<file path="config.mk">
export PLATFORM = sky130hd
export DESIGN_NAME = adcss_sequencer
export DESIGN_NICKNAME = d
export VERILOG_FILES = /design/src/hw/adcss_pkg.sv /design/src/hw/adcss_cgl_mem.sv /design/src/hw/adcss_sequencer.sv
export SDC_FILE = /design/constraint.sdc
export NUM_CORES = 1
export LEC_CHECK = 0
export BUFFER_PORTS_ARGS = -buffer_cell sky130_fd_sc_hd__buf_2
export CAP_MARGIN = 20
export CELL_PAD_IN_SITES_DETAIL_PLACEMENT = 2
export CELL_PAD_IN_SITES_GLOBAL_PLACEMENT = 2
export CORE_MARGIN = 2
export CORE_UTILIZATION = 40
export CTS_CLUSTER_DIAMETER = 200
export DETAILED_ROUTE_END_ITERATION = 8
export PLACE_DENSITY_LB_ADDON = 0.25
export SLEW_MARGIN = 15
export SYNTH_ARGS = -nofsm -noshare
export SYNTH_HDL_FRONTEND = slang
export SYNTH_SLANG_ARGS = --single-unit
export TNS_END_PERCENT = 50
</file>
<file path="constraint.sdc">
create_clock -name CLK -period 7.8 [get_ports CLK]
set_input_delay 1.56 -clock CLK [delete_from_list [all_inputs] [get_ports CLK]]
set_output_delay 1.56 -clock CLK [all_outputs]
set_load 0.05 [all_outputs]
</file>
<file path="src/hw/adcss_pkg.sv">
// Package of the analog-input scan sequencer: constants, states and carriers.
// Assumes a 40 MHz system clock and a converter that answers each start with one done pulse.
package adcss_pkg;

	// ------------------------------------------------------------
	// Clocking and time base
	// ------------------------------------------------------------
	localparam int CLK_HZ = 40_000_000;
	localparam int BASE_HZ = 12_000_000;
	localparam logic [5:0] ACC_STEP = 6'(BASE_HZ / 1_000_000);
	localparam logic [5:0] ACC_WRAP = 6'(CLK_HZ / 1_000_000);

	// ------------------------------------------------------------
	// Retrigger interval limits, in base ticks
	// ------------------------------------------------------------
	localparam int RT_MAX_HZ_FAST = 100_000;
	localparam int RT_MAX_HZ_SLOW = 50_000;
	// The least rate of 0.75 Hz is written as 3/4 to stay in integers.
	localparam logic [23:0] RT_DIV_MAX = 24'(BASE_HZ * 4 / 3);
	localparam logic [23:0] RT_DIV_MIN_FAST = 24'(BASE_HZ / RT_MAX_HZ_FAST);
	localparam logic [23:0] RT_DIV_MIN_SLOW = 24'(BASE_HZ / RT_MAX_HZ_SLOW);

	// ------------------------------------------------------------
	// Field widths and channel list
	// ------------------------------------------------------------
	localparam int CNT_W = 24;
	localparam int CHAN_W = 5;
	localparam int IDX_W = 4;
	localparam int LIST_DEPTH = 16;
	localparam int DATA_W = 16;

	// ------------------------------------------------------------
	// Retrigger sources
	// ------------------------------------------------------------
	localparam logic [1:0] RT_SRC_SW = 2'h0;
	localparam logic [1:0] RT_SRC_EXT = 2'h1;
	localparam logic [1:0] RT_SRC_INT = 2'h2;

	// Gray coded along idle, armed, run, convert, wait.
	typedef enum logic [2:0] {
		ST_IDLE = 3'h0,
		ST_ARMED = 3'h1,
		ST_RUN = 3'h3,
		ST_CONV = 3'h2,
		ST_WAIT_RT = 3'h6,
		ST_DRAIN = 3'h7,
		ST_SINGLE = 3'h5
	} adcss_state_t;

	// Converter request carrier.
	typedef struct packed {
		logic start;
		logic [CHAN_W-1:0] chan;
	} adcss_conv_t;

	// Result carrier toward the host.
	typedef struct packed {
		logic valid;
		logic [DATA_W-1:0] data;
		logic [IDX_W-1:0] entry;
		logic single;
	} adcss_sample_t;

	// Whole state of the sequencer.
	typedef struct packed {
		adcss_state_t fsm;
		logic [IDX_W-1:0] idx;
		logic [5:0] acc;
		logic [CNT_W-1:0] sclk_cnt;
		logic [CNT_W-1:0] rt_cnt;
		logic rt_pend;
		logic ext_trig_q;
		logic ext_sclk_q;
		adcss_conv_t conv;
		adcss_sample_t smp;
		logic flush;
		logic done;
	} adcss_regs_t;

endpackage : adcss_pkg

</file>
<file path="src/hw/adcss_cgl_mem.sv">
// Channel list memory: one channel number per entry, registered read.
// Assumes the writer only loads it while the sequencer is idle.
`timescale 1ns/1ps
module adcss_cgl_mem (
	// Clock and reset
	input wire logic clk,
	input wire logic reset_n,
	// Write port
	input wire logic we,
	input wire logic [adcss_pkg::IDX_W-1:0] waddr,
	input wire logic [adcss_pkg::CHAN_W-1:0] wdata,
	// Read port
	input wire logic [adcss_pkg::IDX_W-1:0] raddr,
	output logic [adcss_pkg::CHAN_W-1:0] rdata
);

	logic [adcss_pkg::CHAN_W-1:0] mem_reg [adcss_pkg::LIST_DEPTH];

	// ------------------------------------------------------------
	// Storage, one entry per generate step
	// ------------------------------------------------------------
	for (genvar i = 0; i < adcss_pkg::LIST_DEPTH; i++) begin : g_ent
		// Entries clear at reset so an unloaded list reads channel zero.
		always_ff @(posedge clk or negedge reset_n) begin
			if (!reset_n) begin
				mem_reg[i] <= '0;
			end else if (we && waddr == adcss_pkg::IDX_W'(i)) begin
				mem_reg[i] <= wdata;
			end
		end
	end

	// Read data from a register, one cycle behind the address.
	always_ff @(posedge clk or negedge reset_n) begin
		if (!reset_n) begin
			rdata <= '0;
		end else begin
			rdata <= mem_reg[raddr];
		end
	end

endmodule : adcss_cgl_mem

</file>
<file path="src/hw/adcss_sequencer.sv">
// Analog-input scan sequencer: single reads, paced scans and retriggered scans.
// Assumes synchronous host strobes and a converter answering each start with CONV_DONE.
`timescale 1ns/1ps
module adcss_sequencer (
	// Clock and reset
	input wire logic CLK,
	input wire logic RESET_N,
	// Host commands
	input wire logic SINGLE_REQ,
	input wire logic [adcss_pkg::CHAN_W-1:0] SINGLE_CHAN,
	input wire logic START,
	input wire logic SW_RETRIG,
	input wire logic STOP_ORDERLY,
	input wire logic STOP_ABRUPT,
	input wire logic BUF_FULL,
	// Host configuration
	input wire logic INIT_TRIG_EXT,
	input wire logic TRIGGERED_EN,
	input wire logic [1:0] RETRIG_SRC,
	input wire logic [adcss_pkg::CNT_W-1:0] RETRIG_DIV,
	input wire logic SLOW_VARIANT,
	input wire logic SCLK_EXT_SEL,
	input wire logic [adcss_pkg::CNT_W-1:0] SCLK_DIV,
	// Channel list loading
	input wire logic CGL_WE,
	input wire logic [adcss_pkg::IDX_W-1:0] CGL_ADDR,
	input wire logic [adcss_pkg::CHAN_W-1:0] CGL_DATA,
	input wire logic [adcss_pkg::IDX_W-1:0] CGL_LAST,
	// External pins
	input wire logic EXT_TRIG,
	input wire logic EXT_SCLK,
	// Converter
	output adcss_pkg::adcss_conv_t CONV,
	input wire logic CONV_DONE,
	input wire logic [adcss_pkg::DATA_W-1:0] CONV_DATA,
	// Results and status
	output adcss_pkg::adcss_sample_t SAMPLE,
	output logic FLUSH,
	output logic DONE,
	output logic BUSY
);

	adcss_pkg::adcss_regs_t s_reg;
	adcss_pkg::adcss_regs_t s_next;
	logic [adcss_pkg::CHAN_W-1:0] list_chan;
	logic base_tick;
	logic sclk_tick;
	logic ext_edge;
	logic scan_on;
	logic last_entry;
	logic rt_hit;
	logic [6:0] acc_sum;
	logic [adcss_pkg::CNT_W-1:0] rt_div_eff;
	logic [adcss_pkg::CNT_W-1:0] rt_min;
	logic [adcss_pkg::CNT_W-1:0] sclk_top;

	// ------------------------------------------------------------
	// Channel list
	// ------------------------------------------------------------
	// The address is the next index, so the read data always match idx.
	adcss_cgl_mem u_cgl (
		.clk(CLK),
		.reset_n(RESET_N),
		.we(CGL_WE),
		.waddr(CGL_ADDR),
		.wdata(CGL_DATA),
		.raddr(s_next.idx),
		.rdata(list_chan)
	);

	// ------------------------------------------------------------
	// Time base, pacing and edge detection
	// ------------------------------------------------------------
	// Accumulating steps of 12 and wrapping at 40 gives an exact 12 MHz average enable.
	assign acc_sum = {1'b0, s_reg.acc} + {1'b0, adcss_pkg::ACC_STEP};
	assign base_tick = acc_sum >= {1'b0, adcss_pkg::ACC_WRAP};
	assign sclk_top = (SCLK_DIV == '0) ? '0 : SCLK_DIV - 24'h000001;
	// Conversions start on the rising edge of the chosen sample clock.
	assign ext_edge = EXT_TRIG && !s_reg.ext_trig_q;
	assign sclk_tick = SCLK_EXT_SEL ? (EXT_SCLK && !s_reg.ext_sclk_q) :
		(base_tick && s_reg.sclk_cnt >= sclk_top);
	// The retrigger interval is clamped into the supported rate range.
	assign rt_min = SLOW_VARIANT ? adcss_pkg::RT_DIV_MIN_SLOW : adcss_pkg::RT_DIV_MIN_FAST;
	assign rt_div_eff = (RETRIG_DIV < rt_min) ? rt_min :
		(RETRIG_DIV > adcss_pkg::RT_DIV_MAX) ? adcss_pkg::RT_DIV_MAX : RETRIG_DIV;
	assign rt_hit = base_tick && s_reg.rt_cnt >= rt_div_eff - 24'h000001;
	assign scan_on = s_reg.fsm inside {adcss_pkg::ST_RUN, adcss_pkg::ST_CONV,
		adcss_pkg::ST_WAIT_RT, adcss_pkg::ST_DRAIN};
	assign last_entry = s_reg.idx == CGL_LAST;

	// ------------------------------------------------------------
	// Next state
	// ------------------------------------------------------------
	always_comb begin
		s_next = s_reg;
		s_next.conv.start = 1'b0;
		s_next.smp.valid = 1'b0;
		s_next.flush = 1'b0;
		s_next.done = 1'b0;
		s_next.acc = base_tick ? 6'(acc_sum - {1'b0, adcss_pkg::ACC_WRAP}) : 6'(acc_sum);
		s_next.ext_trig_q = EXT_TRIG;
		s_next.ext_sclk_q = EXT_SCLK;
		// The pacing counter free-runs during a scan and rests at zero otherwise.
		if (!scan_on) begin
			s_next.sclk_cnt = '0;
		end else if (base_tick) begin
			s_next.sclk_cnt = (s_reg.sclk_cnt >= sclk_top) ? '0 : s_reg.sclk_cnt + 24'h000001;
		end
		// Internal retrigger interval free-runs from the start of the scan, not of each pass.
		if (scan_on && base_tick) begin
			s_next.rt_cnt = rt_hit ? '0 : s_reg.rt_cnt + 24'h000001;
		end
		// Software or internal retriggers seen mid-pass are held for its end.
		if (scan_on && TRIGGERED_EN && ((RETRIG_SRC == adcss_pkg::RT_SRC_SW && SW_RETRIG) ||
				(RETRIG_SRC == adcss_pkg::RT_SRC_INT && rt_hit))) begin
			s_next.rt_pend = 1'b1;
		end
		case (s_reg.fsm)
			adcss_pkg::ST_IDLE: begin
				s_next.idx = '0;
				s_next.rt_pend = 1'b0;
				s_next.rt_cnt = '0;
				if (SINGLE_REQ) begin
					s_next.conv.start = 1'b1;
					s_next.conv.chan = SINGLE_CHAN;
					s_next.fsm = adcss_pkg::ST_SINGLE;
				end else if (START) begin
					s_next.fsm = INIT_TRIG_EXT ? adcss_pkg::ST_ARMED : adcss_pkg::ST_RUN;
				end
			end
			adcss_pkg::ST_ARMED: begin
				if (STOP_ABRUPT || STOP_ORDERLY) begin
					s_next.fsm = adcss_pkg::ST_IDLE;
					s_next.done = 1'b1;
				end else if (ext_edge) begin
					s_next.fsm = adcss_pkg::ST_RUN;
				end
			end
			adcss_pkg::ST_RUN: begin
				if (STOP_ABRUPT) begin
					s_next.fsm = adcss_pkg::ST_IDLE;
					s_next.flush = 1'b1;
				end else if (STOP_ORDERLY || BUF_FULL) begin
					s_next.fsm = adcss_pkg::ST_IDLE;
					s_next.done = 1'b1;
				end else if (sclk_tick) begin
					s_next.conv.start = 1'b1;
					s_next.conv.chan = list_chan;
					s_next.fsm = adcss_pkg::ST_CONV;
				end
			end
			adcss_pkg::ST_CONV, adcss_pkg::ST_DRAIN: begin
				if (STOP_ABRUPT) begin
					s_next.fsm = adcss_pkg::ST_IDLE;
					s_next.flush = 1'b1;
				end else if (CONV_DONE) begin
					s_next.smp.valid = 1'b1;
					s_next.smp.data = CONV_DATA;
					s_next.smp.entry = s_reg.idx;
					s_next.smp.single = 1'b0;
					s_next.idx = last_entry ? '0 : s_reg.idx + 4'h1;
					if (s_reg.fsm == adcss_pkg::ST_DRAIN || STOP_ORDERLY || BUF_FULL) begin
						s_next.fsm = adcss_pkg::ST_IDLE;
						s_next.done = 1'b1;
					end else if (last_entry && TRIGGERED_EN) begin
						// A pass is over; a held retrigger starts the next one.
						// A retrigger that lands on the closing edge still counts: set wins.
						s_next.fsm = s_next.rt_pend ? adcss_pkg::ST_RUN : adcss_pkg::ST_WAIT_RT;
						s_next.rt_pend = 1'b0;
					end else begin
						s_next.fsm = adcss_pkg::ST_RUN;
					end
				end else if (STOP_ORDERLY || BUF_FULL) begin
					s_next.fsm = adcss_pkg::ST_DRAIN;
				end
			end
			adcss_pkg::ST_WAIT_RT: begin
				if (STOP_ABRUPT) begin
					s_next.fsm = adcss_pkg::ST_IDLE;
					s_next.flush = 1'b1;
				end else if (STOP_ORDERLY || BUF_FULL) begin
					s_next.fsm = adcss_pkg::ST_IDLE;
					s_next.done = 1'b1;
				end else if (s_reg.rt_pend || s_next.rt_pend ||
						(RETRIG_SRC == adcss_pkg::RT_SRC_EXT && ext_edge)) begin
					s_next.fsm = adcss_pkg::ST_RUN;
					s_next.rt_pend = 1'b0;
				end
			end
			adcss_pkg::ST_SINGLE: begin
				// Stops are not looked at here; the read always runs to its end.
				if (CONV_DONE) begin
					s_next.smp.valid = 1'b1;
					s_next.smp.data = CONV_DATA;
					s_next.smp.entry = '0;
					s_next.smp.single = 1'b1;
					s_next.fsm = adcss_pkg::ST_IDLE;
				end
			end
			default: begin
				s_next.fsm = adcss_pkg::ST_IDLE;
			end
		endcase
	end

	// State register.
	always_ff @(posedge CLK or negedge RESET_N) begin
		if (!RESET_N) begin
			s_reg <= '0;
		end else begin
			s_reg <= s_next;
		end
	end

	// Outputs straight from the state register.
	assign CONV = s_reg.conv;
	assign SAMPLE = s_reg.smp;
	assign FLUSH = s_reg.flush;
	assign DONE = s_reg.done;
	assign BUSY = s_reg.fsm != adcss_pkg::ST_IDLE;
endmodule : adcss_sequencer

</file>
Word-level counts from Yosys, hierarchy flattened
Cells that the tools add are included.

operators by class
  multiplexer cells = 65
  reductions and logical operators = 51
  add/sub/neg operators = 7
  bitwise gates (word level) = 1
  $lt $le $gt $ge = 6
  equality and inequality tests = 37

operator list
  kind                                                  number
  2-to-1 mux 24 bit                                     9
  2-to-1 mux 22 bit                                     3
  2-to-1 mux 3 bit                                      17
  adder 24 x 1 -> 24 bit (second input constant)        2
  greater-or-equal comparator 24 bit                    2
  subtractor 24 x 1 -> 24 bit (second input constant)   2
  one-hot mux 22 bit (2 select lines)                   1
  equality test 4 bit (second input constant)           8
  2-to-1 mux 6 bit                                      5
  logical AND 1 bit                                     27
  > comparator 24 bit (second input constant)           1
  logical NOT 24 bit                                    1
  < comparator 24 x 8 -> 1 bit                          1
  binary-select mux 5 bit (select 4 bit)                1
  one-hot mux 3 bit (6 select lines)                    1
  2-to-1 mux 1 bit                                      17
  equality test 4 x 3 -> 1 bit (second input constant)  4
  != test 2 bit (second input constant)                 8
  2-to-1 mux 4 bit                                      3
  one-hot mux 6 bit (2 select lines)                    1
  2-to-1 mux 5 bit                                      2
  equality test 3 bit (second input constant)           3
  equality test 4 x 2 -> 1 bit (second input constant)  2
  2-to-1 mux 8 bit                                      1
  other kinds (32)                                      45

word-level totals
  logic and storage cells = 200
  input bits = 100
  flip-flop bits (word level) = 179
  output and inout bits = 31

Longest topological paths before layout
Gate-level depths: netlist of run 1.

  depth in word-level cells = 16
  depth in mapped cells = 23
  mapped depth without buffers = 22

Modules after synthesis
Synthesis of run 1 repeated with hierarchy kept, for this count alone.

second synthesis, totals
  cell total of the unflattened synthesis = 1103
  area total of the unflattened synthesis = 10913.0 µm²

modules (own cells, without submodules)
  module           instances  area each (µm²)  cells each  sequential area each (µm²)
  adcss_sequencer  1          7126.8           861         2302.2
  adcss_cgl_mem    1          3786.1           242         2127.0

Least setup slack after synthesis of run 1
OpenSTA, ideal clock, no wires.

  path type = in2reg
  from = input port RETRIG_DIV[16] in the netlist's numbering
  to = register s_reg[40] in the netlist's numbering
  data arrival time = 6027 ps
  path buffers = 3
  setup slack = 1662 ps
  required time = 7690 ps
  setup time = 110 ps
  stages on the path = 16
  cells stage by stage = or4_1 -> or3_4 -> nor4_4 -> nor2_2 -> or4_1 -> clkbuf_2 -> or4b_1 -> xor2_1 -> ha_1 -> and4_1 -> a221oi_1 -> o31ai_1 -> or4_1 -> clkbuf_1 -> clkbuf_1 -> o41ai_1

on the way
  cells in the longest elaborated chain, start to end = 9
  elaborated cells on any way between the ends = 10
  classes of those cells = 1 x add/sub; 3 x order compare; 5 x mux; 1 x reduce/logical

RTL lines
  what                                    line                    RTL
  start, declared                         adcss_sequencer.sv:20   input wire logic [adcss_pkg::CNT_W-1:0] RETRIG_DIV,
  > comparator 24 bit                     adcss_sequencer.sv:85   (RETRIG_DIV > adcss_pkg::RT_DIV_MAX) ? adcss_pkg::RT_DIV_MAX : RETRIG_DIV;
  2-to-1 mux 24 bit                       adcss_sequencer.sv:85
  2-to-1 mux 24 bit (*)                   adcss_sequencer.sv:84   assign rt_div_eff = (RETRIG_DIV < rt_min) ? rt_min :
  subtractor 24 x 1 -> 24 bit (*)         adcss_sequencer.sv:86   assign rt_hit = base_tick && s_reg.rt_cnt >= rt_div_eff - 24'h000001;
  greater-or-equal comparator 24 bit (*)  adcss_sequencer.sv:86
  logical AND 1 bit (*)                   adcss_sequencer.sv:86
  2-to-1 mux 24 bit (*)                   adcss_sequencer.sv:111  s_next.rt_cnt = rt_hit ? '0 : s_reg.rt_cnt + 24'h000001;
  2-to-1 mux 24 bit (*)                   adcss_sequencer.sv:110  if (scan_on && base_tick) begin
  2-to-1 mux 24 bit (*)                   adcss_sequencer.sv:118  case (s_reg.fsm)
  end signal, assigned                    adcss_sequencer.sv:211  s_reg <= s_next;
  end, declared                           adcss_sequencer.sv:43   adcss_pkg::adcss_regs_t s_reg;

Every way passes the cells marked *; elsewhere a longest branch is shown, timed or not. The select of a mux whose other input is x is not followed.
A chain may end at the register's enable or synchronous reset.

Final worst setup path of run 1
  from = input port RETRIG_DIV[16] in the netlist's numbering
  to = register s_reg[47] in the netlist's numbering

The elaborated chain is that of the path after synthesis.

==> results.ini, run 1 <==
[logic_synthesis]
synth.net_count=1301
ys_warn_count=0
ys_ff_latch=177
synth_top_flop_cell=dfrtp_1
syn_area_per_cell_um2=9.659
yosysUniqueCellTypes=67
synth_area_um2=11050
synth_seq_area_share_pct=40.09
async_flop_share_pct=100.0
synth_cells=1144
synth_edf_count=0

[grt]
grt.overflow.total=0
grt_pass1_wl_um=55980
grt_max_degree=71
grt_pass1_vias=10052
antenna_found_initial=1
gr-usage-all-layers_pct=24.68

[placed_design]
port_buffers=130
gp_congestion=0.7697
dp.final_hpwl_um=24840

[sta]
setup_viol=0
post-route-min-period_ns=6.791
worst_slew_pin_slew_ns=0.9943
finClkSkew_ns=0.01188
hold_viol_final=0
fin_setup_tns_ns=0
slew_violations=0
finalCritPeriodShare_pct=87.07
fmax_mhz=147.3
maxSlewHeadroom_pct=33.47
rsz0062_at_grt=false

[flow_run]
max_cap_viol_count=0

[floorplan]
start_util_pct=40.88
core_area_um2=27030
ioPinCount=131
dieArea_um2=28970
die_h_um=170.2
fp-row-count=60
die_w_um=170.2

[clock_tree]
clk_latency_ns=0.45
cts_hold_buffers=0
clk_transition_reported_paths_ns=0.08
cts_resized=0
cts-root-buf=clkbuf_16
htree_num_levels=4
postCtsSetupRepairBufs=0
clock_sink_count=177
cts_tree=done
clock_path_buffers=2
cts_made_buffers=17

[power]
total_power_mw=3.310
power_density_nw_per_um2=264.8
vdd_drop_max_v=0.0002256
leakage_nw=5.824

[finish]
syn_to_final_growth_pct=13.12
nets=1396
layout-drive-gt1-share_pct=22.36
largest_reg_flops=80

[drt]
vias=9092
firstDrtPassIters=4
dr.first_iter.drc_count=355
drcViolationCount=0
ant_nets=0
avgViaCountPerCell=5.704
drt_wl_total_um=34480
wl_per_cell_um=21.63

[critical_path]
crit_path_max_incr_delay_ns=0.57
worstPathArrival_ns=7.10
cp_cell_sequence=buf_2 -> or4_1 -> or3_4 -> nand4b_1 -> and2_1 -> nand2_1 -> ha_1 -> o211ai_1 -> nor3_1 -> xor2_1 -> nand2_1 -> ha_1 -> nand4_1 -> nor2_1 -> nand4_1 -> a211oi_1 -> o21bai_1 -> and2_1 -> nor2_1 -> nor2_1
cp_slowest_cell=or4_1
critPathCaptureType=flop
crit_type=in2reg
crit_fanout=10
crit_required_ns=8.11
critPathLaunchType=input port
cp_common_cell=nor2_1

[min_path]
hold_class=reg2reg

[outcome]
status=completed

==> final timing paths <==
path,end,depth (start not counted),from,slack (ns)
setup reg to reg,s_reg[47]$_DFFE_PN0P_,12,s_reg[83]$_DFF_PN0_,4.06
hold / removal,SAMPLE[16]$_DFFE_PN0P_,2,SAMPLE[16]$_DFFE_PN0P_,0.48
hold reg to reg,SAMPLE[16]$_DFFE_PN0P_,2,SAMPLE[16]$_DFFE_PN0P_,0.48
setup / recovery,s_reg[47]$_DFFE_PN0P_,20,RETRIG_DIV[16],1.01
min in group asynchronous,s_reg[51]$_DFFE_PN0P_,1,RESET_N,1.09
max in group asynchronous,u_cgl.mem_reg[58]$_DFFE_PN0P_,2,RESET_N,5.34
==> per-stage QoR <==
step / hold slack (ns) / setup WS, ns / instances / area, um2 / utilization [%]
floorplan: 0.4469 / 1.662 / 1144 / 11050 / -
global placement: 0.4559 / 0.8187 / 1561 / 11880 / 43.95
detailed placement: 0.4663 / 0.5299 / 1561 / 11880 / 43.95
CTS: 0.4856 / 0.9908 / 1593 / 12500 / 46.24
global route: 0.5049 / 0.5118 / 1594 / 12500 / 46.25
finish: 0.4834 / 1.009 / 1594 / 12500 / 46.25
==> worst max-delay path, delay by kind of cell <==
| kind | cells | cell delay (ns) |
|---|---|---|
| xor+xnor | 1 | 0.20 |
| buf+inv | 1 | 0.13 |
| simple gates | 13 | 3.51 |
| fa+ha+maj | 2 | 0.52 |
| compound gates | 3 | 1.18 |
==> Yosys cell counts (6+ instances only) <==
cell / count / area share, %
mux2_2: 81 / 8.3
or4_1: 11 / 0.75
nand2_1: 156 / 5.3
or3_1: 15 / 0.85
a31oi_1: 11 / 0.62
ha_1: 57 / 6.5
and3_1: 21 / 1.2
and2_1: 7 / 0.40
nand4_1: 10 / 0.57
and4_1: 7 / 0.55
inv_1: 22 / 0.75
o31ai_1: 12 / 0.82
o21a_1: 6 / 0.41
dfrtp_1: 177 / 40
buf_4: 28 / 1.9
nor4_1: 18 / 1.0
nand2b_1: 12 / 0.68
nand3_1: 35 / 1.6
a21oi_1: 31 / 1.4
a22o_1: 7 / 0.55
o21ai_0: 61 / 2.8
a221o_1: 6 / 0.54
xor2_1: 40 / 3.2
nor2_1: 77 / 2.6
nor3_1: 28 / 1.3
clkbuf_1: 29 / 0.99
or2_2: 8 / 0.45
mux2i_1: 64 / 5.8
xnor2_1: 14 / 1.1
==> kinds of logic after synthesis <==
logic type      Yosys count  synth area share (%)
flops                   177                 40.09
simple gates            422                 18.57
xor+xnor                 54                 4.280
mux                     150                 15.07
buf+inv                  91                 4.110
compound gates          193                 11.43
fa+ha+maj                57                 6.454
==> where the power goes <==
part	leakage, nW	switching (mW)	internal (mW)
clock network	0.303	0.426	0.503
registers	2.27	0.145	1.10
logic	3.25	0.742	0.393
==> layer usage <==
layer | GRT usage, % | wire [um] | vias up | part of all wire (%)
met4 | 5.834 | 450 | 0 | 1.3
met3 | 2.814 | 746 | 31 | 2.2
met1 | 31.35 | 15260 | 4650 | 44
li1 | - | - | 4303 | -
met5 | 0 | 0 | - | 0
met2 | 44.82 | 18020 | 108 | 52
==> cells in the final DEF, fill, tap and decap left out, types with 12 or more instances in the layout <==
| cell type | Yosys | layout |
|---|---|---|
| nor2_1 | 77 | 77 |
| nand3_1 | 35 | 35 |
| buf_4 | 28 | 13 |
| mux2i_1 | 64 | 64 |
| nor4_1 | 18 | 18 |
| o31ai_1 | 12 | 12 |
| mux2_2 | 81 | 81 |
| ha_1 | 57 | 57 |
| a21oi_1 | 31 | 31 |
| o21ai_0 | 61 | 61 |
| and3_1 | 21 | 21 |
| nor3_1 | 28 | 27 |
| clkbuf_16 | 0 | 17 |
| dfrtp_1 | 177 | 177 |
| buf_2 | 5 | 129 |
| inv_1 | 22 | 22 |
| nand2_1 | 156 | 156 |
| xor2_1 | 40 | 40 |
| nand2b_1 | 12 | 12 |
| or3_1 | 15 | 15 |
| xnor2_1 | 14 | 14 |
==> area by class of cell <==
cell class,instances,area (um2)
multi-input combinational,876,6177
timing repair buffer,143,754.5
fill,2921,14530
clock buffer,19,452.9
antenna,1,2.502
tap,341,426.7
sequential,177,4429
inverter,24,90.09
clock inverter,13,166.4
(Power assumes the default switching activity.)
==> run 2: changes to the inputs <==
--- a/config.mk
+++ b/config.mk
@@ -9,7 +9,6 @@
 export CAP_MARGIN = 20
 export CELL_PAD_IN_SITES_DETAIL_PLACEMENT = 2
 export CELL_PAD_IN_SITES_GLOBAL_PLACEMENT = 2
-export CORE_MARGIN = 2
 export CORE_UTILIZATION = 40
 export CTS_CLUSTER_DIAMETER = 200
 export DETAILED_ROUTE_END_ITERATION = 8
==> run 2 against run 1 <==
Effect of this change: register-to-register slack worse by 0.10 ns; final cell count fell by 0.13%; setup slack worse by 0.026 ns; fmax shrank 0.38%; via count up 1.7%; critical endpoint is now s_reg[54]$_DFFE_PN0P_; first-iteration DRC count rose by 8.2%.
==> results.ini, run 2 (same netlist as run 1, synthesis figures left out) <==
[sta]
rsz0062_at_grt=false
setup_viol=0
finalCritPeriodShare_pct=87.40
fmax_mhz=146.7
slew_violations=0
post-route-min-period_ns=6.817
finClkSkew_ns=0.01007
hold_viol_final=0
maxSlewHeadroom_pct=34.17
fin_setup_tns_ns=0
whs_ns=0.4782
worst_slew_pin_slew_ns=0.9838

[critical_path]
rrSetupSlack_ns=3.96
worstRegToRegCells=11
critPathLaunchType=input port
reg2reg_to=s_reg[54]$_DFFE_PN0P_
worstPathArrival_ns=7.11
critPathCaptureType=flop
r2r_start=s_reg[83]$_DFF_PN0_
crit_fanout=10
crit_required_ns=8.09
crit_type=in2reg

[floorplan]
die_w_um=168.2
fp-row-count=60
start_util_pct=40.88
ioPinCount=131
die_h_um=168.2
dieArea_um2=28290
core_area_um2=27030

[grt]
grt_pass1_vias=10267
grt.overflow.total=0
antenna_found_initial=0
gr-usage-all-layers_pct=25.16
grt_max_degree=65
grt_pass1_wl_um=55900

[clock_tree]
cts_hold_buffers=0
clock_sink_count=177
htree_num_levels=4
cts_resized=0
clock_path_buffers=2
clk_latency_ns=0.44
cts_tree=done
postCtsSetupRepairBufs=0
cts_made_buffers=17
clk_transition_reported_paths_ns=0.08
cts-root-buf=clkbuf_16

[min_path]
hold_class=reg2reg
hold_depth=2
min_to=SAMPLE[13]$_DFFE_PN0P_
hold_start=SAMPLE[13]$_DFFE_PN0P_

[power]
vdd_drop_max_v=0.0001936
leakage_nw=5.783
power_density_nw_per_um2=259.2
total_power_mw=3.224

[placed_design]
dp.final_hpwl_um=24700
gp_congestion=0.8025
port_buffers=130

[drt]
avgViaCountPerCell=5.806
ant_nets=0
firstDrtPassIters=5
wl_per_cell_um=21.46
drcViolationCount=0
drt_wl_total_um=34160
dr.first_iter.drc_count=384
vias=9243

[flow_run]
max_cap_viol_count=0

[finish]
layout-drive-gt1-share_pct=22.22
nets=1395
diodes=0
largest_reg_flops=80
final_cell_mix=177 x dfrtp_1, 156 x nand2_1, 129 x buf_2, 81 x mux2_2, 77 x nor2_1
syn_to_final_growth_pct=12.55
fillers=2926
mostFrequentLayoutCell=dfrtp_1

[outcome]
status=completed

-- run 2: power by group --
part	internal [mW]	switching, mW
Clock	0.430	0.416
Sequential	1.10	0.150
Combinational	0.388	0.737
Total	1.92	1.30
-- run 2: through the flow --
stage          area (um2)  instances  utilization, %  setup slack (ns)
3_5_place_dp        11870       1560           43.92            0.5855
5_1_grt             12440       1592           46.01            0.5794
2_1_floorplan       11050       1144               -             1.662
6_report            12440       1592           46.01            0.9828
4_1_cts             12440       1592           46.01             1.019
3_3_place_gp        11870       1560           43.92            0.8080
-- run 2: worst max path at each step --
stage / startpoint / endpoint / slack [ns] / cells after the start
after detailed placement: RETRIG_DIV[16] / s_reg[54]$_DFFE_PN0P_ / 0.59 / 20
after floorplan: RETRIG_DIV[16] / s_reg[40]$_DFFE_PN0P_ / 1.66 / 16
after CTS: RETRIG_DIV[16] / s_reg[54]$_DFFE_PN0P_ / 1.02 / 20
after global routing: RETRIG_DIV[16] / s_reg[53]$_DFFE_PN0P_ / 0.58 / 20
after global placement: RETRIG_DIV[16] / s_reg[51]$_DFFE_PN0P_ / 0.81 / 20
final: RETRIG_DIV[16] / s_reg[54]$_DFFE_PN0P_ / 0.98 / 20
-- run 2: routing by layer --
layer | GRT usage, % | share of wire [%] | up-vias
li1 | - | - | 4318
met1 | 30.49 | 43 | 4753
met2 | 46.35 | 53 | 128
met3 | 3.197 | 2.1 | 44
met4 | 7.391 | 1.9 | 0
met5 | 0 | 0 | -
-- run 2: area by class of cell --
class,instances,area [um2],area share (%)
clock buffer,19,442.9,3.562
multi-input combinational,876,6177,49.67
clock inverter,13,122.6,0.9860
inverter,24,90.09,0.7244
sequential,177,4429,35.62
timing repair buffer,142,747.0,6.007
tap,341,426.7,3.431
-- run 2: critical path, stage by stage --
cell and delay (ns):
buf_2 0.13, or4_1 0.57, or3_4 0.41, nand4b_1 0.42, and2_1 0.33, nand2_1 0.10
ha_1 0.23, o211ai_1 0.32, nor3_1 0.32, xor2_1 0.18, nand2_1 0.08, ha_1 0.29
nand4_1 0.13, nor2_1 0.14, nand4_1 0.13, a211oi_1 0.51, o21bai_1 0.39, and2_1 0.30
nor2_1 0.44, nor2_1 0.12
